$ cat config.mk
export PLATFORM = sky130hd
export DESIGN_NAME = mcsp_clock_ctrl
export DESIGN_NICKNAME = d
export VERILOG_FILES = /design/src/common/mcsp_pkg.sv /design/src/common/mcsp_clk_if.sv /design/src/verilog/mcsp_clock_ctrl.sv /design/src/verilog/mcsp_prescaler.sv
export VERILOG_INCLUDE_DIRS = /design/src /design/src/common
export SDC_FILE = /design/constraint.sdc
export NUM_CORES = 1
export LEC_CHECK = 0
export BUFFER_PORTS_ARGS = -buffer_cell sky130_fd_sc_hd__buf_2
export CAP_MARGIN = 20
export CORE_MARGIN = 8
export CORE_UTILIZATION = 35
export DETAILED_ROUTE_END_ITERATION = 12
export SKIP_LAST_GASP = 1
export SYNTH_ARGS = -nofsm -noshare
export SYNTH_HDL_FRONTEND = slang
export SYNTH_SLANG_ARGS = --single-unit
$ cat constraint.sdc
create_clock -name core_clk -period 6.8 [get_ports core_clk]
set_clock_uncertainty 0.05 [all_clocks]
set_input_delay 0.68 -clock core_clk [delete_from_list [all_inputs] [get_ports core_clk]]
set_output_delay 0.68 -clock core_clk [all_outputs]
set_load 0.005 [all_outputs]
$ cat src/common/mcsp_consts.svh
// constants for main clock select, prescaler and start-up control
`ifndef MCSP_CONSTS_SVH
`define MCSP_CONSTS_SVH

// register offsets in the io space
`define MCSP_ADDR_DIV        6'h36
`define MCSP_ADDR_SRC        6'h37
`define MCSP_ADDR_TRIM       6'h39
`define MCSP_ADDR_CCP        6'h3c

// signature that opens the protected window, value arbitrary
`define MCSP_CCP_SIG         8'h5a
// window length in instruction cycles
`define MCSP_WIN_CYCLES      3'h4

// field layout
`define MCSP_SRC_MSB         1
`define MCSP_DIV_MSB         3

// reset values and source codes
`define MCSP_SRC_RST         2'h0
`define MCSP_SRC_OSC8        2'h0
`define MCSP_SRC_OSC128      2'h1
`define MCSP_SRC_EXT         2'h2
`define MCSP_SRC_RSVD        2'h3
`define MCSP_DIV_RST         4'h3
`define MCSP_DIV_MAX         4'h8

// start-up timing
`define MCSP_RST_DELAY_MS    64
`define MCSP_SLOW_OSC_KHZ    128
`define MCSP_RST_TICKS       (`MCSP_RST_DELAY_MS * `MCSP_SLOW_OSC_KHZ)
`define MCSP_OSC_START_CYC   5'h6
`define MCSP_NVM_LOAD_CYC    5'h15

`endif

$ cat src/common/mcsp_pkg.sv
// types for main clock select, prescaler and start-up control
package mcsp_pkg;

  typedef enum logic [4:0] {
    MCSP_ST_RST_DELAY = 5'h01,
    MCSP_ST_OSC_START = 5'h02,
    MCSP_ST_NVM_LOAD  = 5'h04,
    MCSP_ST_RUN       = 5'h08,
    MCSP_ST_PD_WAKE   = 5'h10
  } mcsp_state_t;

  typedef struct packed {
    mcsp_state_t state;
    logic [15:0] rst_cnt;
    logic [4:0]  cnt;
    logic [1:0]  src;
    logic [1:0]  act_src;
    logic [3:0]  div;
    logic [7:0]  trim;
    logic [2:0]  win;
    logic [7:0]  rdata;
    logic        resume;
  } mcsp_ctl_t;

  typedef struct packed {
    logic [7:0] cnt;
    logic [3:0] cur;
    logic [3:0] pend;
  } mcsp_presc_t;

endpackage

$ cat src/common/mcsp_clk_if.sv
// main tick, divider code and system tick between control and prescaler
`timescale 1ns/1ps
`default_nettype none

interface mcsp_clk_if;
  logic       main_tick;
  logic       clr;
  logic [3:0] code;
  logic       sys_tick;

  modport ctl   (output main_tick, output clr, output code, input sys_tick);
  modport presc (input main_tick, input clr, input code, output sys_tick);
endinterface

`default_nettype wire

$ cat src/verilog/mcsp_clock_ctrl.sv
// main clock select, protected divider and start-up sequencer
`timescale 1ns/1ps
`default_nettype none
`include "mcsp_consts.svh"

module mcsp_clock_ctrl
  import mcsp_pkg::*;
#(
  parameter int unsigned RST_TICKS = `MCSP_RST_TICKS
)
(
  // clock and reset
  input  wire logic       core_clk,
  input  wire logic       rst_b,
  // reset sources and sleep wake-up
  input  wire logic       rst_src,
  input  wire logic       pd_wake,
  input  wire logic       light_wake,
  // oscillator ticks
  input  wire logic       osc8_tick,
  input  wire logic       osc128_tick,
  input  wire logic       ext_tick,
  input  wire logic [7:0] factory_trim,
  // io register port
  input  wire logic [5:0] io_addr,
  input  wire logic       io_we,
  input  wire logic       io_re,
  input  wire logic [7:0] io_wdata,
  output logic      [7:0] io_rdata,
  // clock and reset outputs
  output logic            int_rst,
  output logic            cpu_hold,
  output logic            resume_pulse,
  output logic            main_tick,
  output logic            sys_tick,
  output logic      [1:0] main_src_out,
  output logic      [7:0] osc_trim_out
);

  localparam logic [15:0] RST_LAST = 16'(RST_TICKS - 1);
  localparam logic [4:0]  OSC_LAST = `MCSP_OSC_START_CYC - 5'h01;
  localparam logic [4:0]  NVM_LAST = `MCSP_NVM_LOAD_CYC - 5'h01;

  localparam mcsp_ctl_t CTL_RST = '{
    state:   MCSP_ST_RST_DELAY,
    rst_cnt: 16'h0000,
    cnt:     5'h00,
    src:     `MCSP_SRC_RST,
    act_src: `MCSP_SRC_RST,
    div:     `MCSP_DIV_RST,
    trim:    8'h00,
    win:     3'h0,
    rdata:   8'h00,
    resume:  1'b0
  };

  mcsp_ctl_t   q;
  mcsp_ctl_t   d;
  mcsp_clk_if  ck ();

  logic        ccp_hit;
  logic        wr_src;
  logic        wr_div;
  logic        new_src_tick;

  // selected source tick; act_src moves only on a tick of the new source, or at once on a reset source
  always_comb
  begin
    case (q.act_src)
      `MCSP_SRC_OSC8:   main_tick = osc8_tick;
      `MCSP_SRC_OSC128: main_tick = osc128_tick;
      `MCSP_SRC_EXT:    main_tick = ext_tick;
      default:          main_tick = 1'b0;
    endcase
  end

  always_comb
  begin
    case (q.src)
      `MCSP_SRC_OSC8:   new_src_tick = osc8_tick;
      `MCSP_SRC_OSC128: new_src_tick = osc128_tick;
      `MCSP_SRC_EXT:    new_src_tick = ext_tick;
      default:          new_src_tick = 1'b0;
    endcase
  end

  assign ck.main_tick = main_tick;
  assign ck.clr       = rst_src;
  assign ck.code      = q.div;
  assign sys_tick     = ck.sys_tick;

  mcsp_prescaler u_presc (
    .core_clk (core_clk),
    .rst_b    (rst_b),
    .ck       (ck.presc)
  );

  assign ccp_hit = io_we && (io_addr == `MCSP_ADDR_CCP) && (io_wdata == `MCSP_CCP_SIG);
  assign wr_src  = io_we && (io_addr == `MCSP_ADDR_SRC);
  assign wr_div  = io_we && (io_addr == `MCSP_ADDR_DIV);

  always_comb
  begin
    d        = q;
    d.resume = 1'b0;

    // read data, upper bits of source and divider forced low
    d.rdata = 8'h00;
    if (io_re)
    begin
      case (io_addr)
        `MCSP_ADDR_SRC:  d.rdata = {6'h00, q.src};
        `MCSP_ADDR_DIV:  d.rdata = {4'h0, q.div};
        `MCSP_ADDR_TRIM: d.rdata = q.trim;
        default:         d.rdata = 8'h00;
      endcase
    end

    // protected window counts instruction cycles, i.e. system ticks
    if (ccp_hit)
      d.win = `MCSP_WIN_CYCLES;
    else if ((q.win != 3'h0) && sys_tick)
      d.win = q.win - 3'h1;

    // reserved codes are dropped too; the old setting stays
    if (wr_src && (q.win != 3'h0))
    begin
      d.win = 3'h0;
      if (io_wdata[`MCSP_SRC_MSB:0] != `MCSP_SRC_RSVD)
        d.src = io_wdata[`MCSP_SRC_MSB:0];
    end
    if (wr_div && (q.win != 3'h0))
    begin
      d.win = 3'h0;
      if (io_wdata[`MCSP_DIV_MSB:0] <= `MCSP_DIV_MAX)
        d.div = io_wdata[`MCSP_DIV_MSB:0];
    end

    // trim is free to write; higher code gives higher frequency
    if (io_we && (io_addr == `MCSP_ADDR_TRIM))
      d.trim = io_wdata;

    // switch only when the new source ticks, so no runt main tick
    if ((q.src != q.act_src) && new_src_tick)
      d.act_src = q.src;

    case (q.state)
      MCSP_ST_RST_DELAY:
      begin
        if (osc128_tick)
        begin
          d.rst_cnt = q.rst_cnt + 16'h0001;
          if (q.rst_cnt == RST_LAST)
          begin
            d.state = MCSP_ST_OSC_START;
            d.cnt   = 5'h00;
          end
        end
      end
      MCSP_ST_OSC_START:
      begin
        if (osc8_tick)
        begin
          d.cnt = q.cnt + 5'h01;
          if (q.cnt == OSC_LAST)
          begin
            d.state = MCSP_ST_NVM_LOAD;
            d.cnt   = 5'h00;
            d.trim  = factory_trim;
          end
        end
      end
      MCSP_ST_NVM_LOAD:
      begin
        if (sys_tick)
        begin
          d.cnt = q.cnt + 5'h01;
          if (q.cnt == NVM_LAST)
          begin
            d.state = MCSP_ST_RUN;
            d.cnt   = 5'h00;
          end
        end
      end
      MCSP_ST_RUN:
      begin
        if (pd_wake)
        begin
          d.state = MCSP_ST_PD_WAKE;
          d.cnt   = 5'h00;
        end
        else if (light_wake)
          d.resume = 1'b1;
      end
      MCSP_ST_PD_WAKE:
      begin
        if (main_tick)
        begin
          d.cnt = q.cnt + 5'h01;
          if (q.cnt == OSC_LAST)
          begin
            d.state  = MCSP_ST_RUN;
            d.cnt    = 5'h00;
            d.resume = 1'b1;
          end
        end
      end
      default:
      begin
        d.state = MCSP_ST_RST_DELAY;
      end
    endcase

    // any reset source restarts everything; trim reloads later
    if (rst_src)
    begin
      d.state   = MCSP_ST_RST_DELAY;
      d.rst_cnt = 16'h0000;
      d.cnt     = 5'h00;
      d.src     = `MCSP_SRC_RST;
      d.act_src = `MCSP_SRC_RST;
      d.div     = `MCSP_DIV_RST;
      d.win     = 3'h0;
      d.resume  = 1'b0;
    end
  end

  always_ff @(posedge core_clk or negedge rst_b)
  begin
    if (!rst_b)
      q <= CTL_RST;
    else
      q <= d;
  end

  // reset source reaches the core at once, not a cycle later
  assign int_rst      = rst_src || (q.state == MCSP_ST_RST_DELAY) ||
                        (q.state == MCSP_ST_OSC_START) || (q.state == MCSP_ST_NVM_LOAD);
  assign cpu_hold     = (q.state == MCSP_ST_PD_WAKE);
  assign resume_pulse = q.resume;
  assign io_rdata     = q.rdata;
  assign main_src_out = q.act_src;
  assign osc_trim_out = q.trim;
endmodule

`default_nettype wire

$ cat src/verilog/mcsp_prescaler.sv
// ripple prescaler: divides main ticks into system ticks
`timescale 1ns/1ps
`default_nettype none
`include "mcsp_consts.svh"

module mcsp_prescaler
  import mcsp_pkg::*;
(
  // clock and reset
  input  wire logic   core_clk,
  input  wire logic   rst_b,
  // control side
  mcsp_clk_if.presc   ck
);

  mcsp_presc_t q;
  mcsp_presc_t d;
  logic [7:0]  mask;
  logic        wrap;

  // counter advances only on main ticks, like a ripple chain on the main clock
  always_comb
  begin
    d    = q;
    mask = 8'((9'h001 << q.cur) - 9'h001);
    wrap = ck.main_tick && ((q.cnt & mask) == mask);
    d.pend = ck.code;
    if (ck.clr)
    begin
      d.cnt = 8'h00;
      d.cur = `MCSP_DIV_RST;
    end
    else if (wrap)
    begin
      // new code only at an old period boundary, so no short pulse appears
      d.cnt = 8'h00;
      d.cur = q.pend;
    end
    else if (ck.main_tick)
    begin
      d.cnt = q.cnt + 8'h01;
    end
  end

  assign ck.sys_tick = wrap;

  always_ff @(posedge core_clk or negedge rst_b)
  begin
    if (!rst_b)
      q <= '{cnt: 8'h00, cur: `MCSP_DIV_RST, pend: `MCSP_DIV_RST};
    else
      q <= d;
  end
endmodule

`default_nettype wire

==> impl_metrics.json <==
{
  "multi_input_area_um2": 1890,
  "synthArstFlopShare_pct": 100,
  "crit_path_end_kind": "primary output",
  "hold_viol": 0,
  "tns_ns": 0,
  "status": "completed",
  "ir_drop_v": 0.000119,
  "avgSynthCellArea_um2": 9.61,
  "std_cell_rows": 38,
  "routed_via_density": 5.11,
  "totalWireLength_um": 8870,
  "nets": 482,
  "ff2ff_setup_slack_ns": 3.49,
  "crit_fanout": 9,
  "yosysSeqAreaShare_pct": 45.0,
  "grt.met2_usage_pct": 21.5,
  "synth-warning-count": 0,
  "grt_pass1_wl_um": 14700,
  "use_met1_pct": 14.5,
  "path_clk_slew_ns": 0.08,
  "wl_per_cell_um": 15.1,
  "antenna_found_initial": 0,
  "synth_ff_type": "dfrtp_1",
  "cp_cell_sequence": "nor4_1 -> inv_1 -> ha_1 -> nor2b_1 -> a221oi_2 -> o2111ai_2 -> nor3_2 -> buf_2",
  "critPathLaunchType": "flop",
  "path_class": "flop to primary output",
  "layout_min_cycle_time_ns": 3.78,
  "place.gp.congestion": 0.850,
  "areaGrowthSynthToFinish_pct": 11.6,
  "grt_max_degree": 71,
  "hpwlAfterDp_um": 6410,
  "cts_root_buffer": "clkbuf_8",
  "grt_pass1_vias": 3025,
  "synth_cell_types": 65,
  "holdCritStartpoint": "ck.code[0]",
  "fin_util_pct": 40.1,
  "r2r_end": "q[51]",
  "overflow": 0,
  "slew_headroom_pct": 41.4,
  "power_density_nw_per_um2": 229,
  "ant_nets": 0,
  "rr_worst_depth": 9,
  "cts_resized": 0,
  "cts_max_path_buffers": 2,
  "first_pass_iters": 4,
  "crit_arrival_ns": 3.05,
  "start_util_pct": 35.9,
  "synth_edf_count": 0,
  "syn_area_um2": 3910,
  "cts_sinks": 70,
  "cap_violations": 0,
  "min_delay_path_depth": 0,
  "io_pins": 55,
  "worstHoldEndpoint": "u_presc.q[0]",
  "grt-busiest-layer": "met2",
  "fill_cells": 1078,
  "layout_common_cells": "63 x dfrtp_1, 55 x nor2_1, 54 x buf_2, 32 x nand2_1, 20 x mux2i_1",
  "cp.required_ns": 6.07,
  "dp_cells": 571,
  "track_usage_pct": 12.4,
  "synth-seq-cells": 70,
  "rsz0062_at_grt": "no",
  "setup_viol": 0,
  "critPathSlowestCell": "nor3_2",
  "drt_iter0_markers": 176,
  "reg2reg_from": "u_presc.q[7]",
  "syn_inst": 407,
  "regArea_um2": 1760,
  "final_common_cell": "dfrtp_1",
  "fin_cells": 587,
  "cts_buffers": 9,
  "fin_crit_sh_pct": 55.6,
  "syn-num-nets": 447,
  "post-cts-setup-buffers": 0,
  "drv_slew": 0,
  "dieArea_um2": 14800,
  "tightest_slew_ns": 0.878,
  "drive_above_1_share_pct": 20.8,
  "cts.htree.levels": 3,
  "drc_errors": 0,
  "ctsHoldBuffers": 0,
  "fmax_mhz": 265,
  "clkLatencyLatePin_ns": 0.36,
  "num_antenna_cells": 0,
  "met3_usage_pct": 2.73,
  "vias": 2998,
  "cts_tree": "yes",
  "cp_top_family": "simple AND/OR/NAND/NOR gates",
  "die_h_um": 122,
  "max_stage_delay_ns": 0.60,
  "hp-class": "flop to flop",
  "fp.coreArea_um2": 10900,
  "p_leak_nw": 2.00,
  "dieWidth_um": 122,
  "path_buf_inv": 2,
  "port_buffers": 54
}
layer usage:
metal / up-vias / wire (µm) / share of wire (%)
li1: 1486 / - / -
met1: 1454 / 3860 / 43
met2: 50 / 4550 / 51
met3: 8 / 321 / 3.6
met4: 0 / 143 / 1.6
met5: - / 0 / 0
cell families after synthesis:
family / synth area share (%)
flip-flops: 45.0
XOR/XNOR: 5.15
AND/OR/NAND/NOR: 23.2
multiplexers: 5.98
buffers and inverters: 6.78
adder cells (fa/ha/maj): 2.56
AO/OA/AOI/OAI: 11.4
worst max path at each step:
stage	from	endpoint	slack (ns)	depth (start not counted)
6_report	u_presc.q[7]	sys_tick	3.02	8
5_1_grt	u_presc.q[7]	sys_tick	2.73	8
4_1_cts	u_presc.q[7]	sys_tick	2.95	8
3_5_place_dp	u_presc.q[7]	sys_tick	3.35	8
3_3_place_gp	u_presc.q[7]	sys_tick	3.44	8
2_1_floorplan	u_presc.q[7]	q[50]	3.78	9
per-stage QoR:
| step | setup slack, ns | cell area [µm²] | power (mW) | hold slack [ns] |
|---|---|---|---|---|
| after floorplan | 3.78 | 3910 | 0.620 | 0.310 |
| after global placement | 3.44 | 4170 | 0.664 | 0.318 |
| after detailed placement | 3.35 | 4170 | 0.668 | 0.318 |
| after CTS | 2.95 | 4370 | 1.01 | 0.323 |
| after global routing | 2.73 | 4370 | 1.06 | 0.329 |
| final | 3.02 | 4370 | 1.00 | 0.327 |
cell usage after synthesis, drive strengths merged, types with 2 or more instances:
cell	instances	share of area, %
a211o	2	0.45
a21o	2	0.38
a21oi	17	2.2
a22oi	2	0.38
a31oi	2	0.32
and3	7	1.1
and4	2	0.45
buf	24	4.3
clkbuf	7	0.70
dfrtp	63	40
dfstp	7	4.7
ha	8	2.6
inv	17	1.6
mux2	3	0.86
mux2i	20	5.1
nand2	33	3.2
nand2b	2	0.32
nand3	10	1.3
nand3b	4	0.77
nand4	7	1.1
nand4b	3	0.67
nor2	55	5.3
nor2b	8	1.3
nor3	7	1.0
nor3b	5	1.2
nor4	5	0.80
nor4b	3	0.67
nor4bb	2	0.51
o2111ai	3	0.83
o211ai	5	0.96
o21ai	13	1.7
o31ai	2	0.38
o41ai	5	1.3
or2	2	0.32
or3	9	1.4
or4	2	0.38
or4b	2	0.61
xnor2	15	3.4
xor2	8	1.8
where the power goes:
group	total (mW)	leakage, nW	switching, mW	internal [mW]
Combinational	0.186	0.950	0.106	0.0802
Sequential	0.474	0.944	0.0354	0.439
Clock	0.340	0.102	0.162	0.178
area by class of cell:
cell class / instances / area share (%)
Timing Repair Buffer: 55 / 6.36
Clock inverter: 6 / 1.40
Clock buffer: 10 / 3.15
Inverter: 18 / 1.58
Multi-Input combinational cell: 288 / 43.2
Sequential cell: 70 / 40.3
Tap cell: 140 / 4.01
registers in the layout (all words and copies together) (netlist names):
signal        cells
osc_trim_out      8
resume_pulse      1
q                31
main_src_out      2
ck.code           4
u_presc.q        16
io_rdata          8
Note: power is estimated with default switching activity, not from simulation.
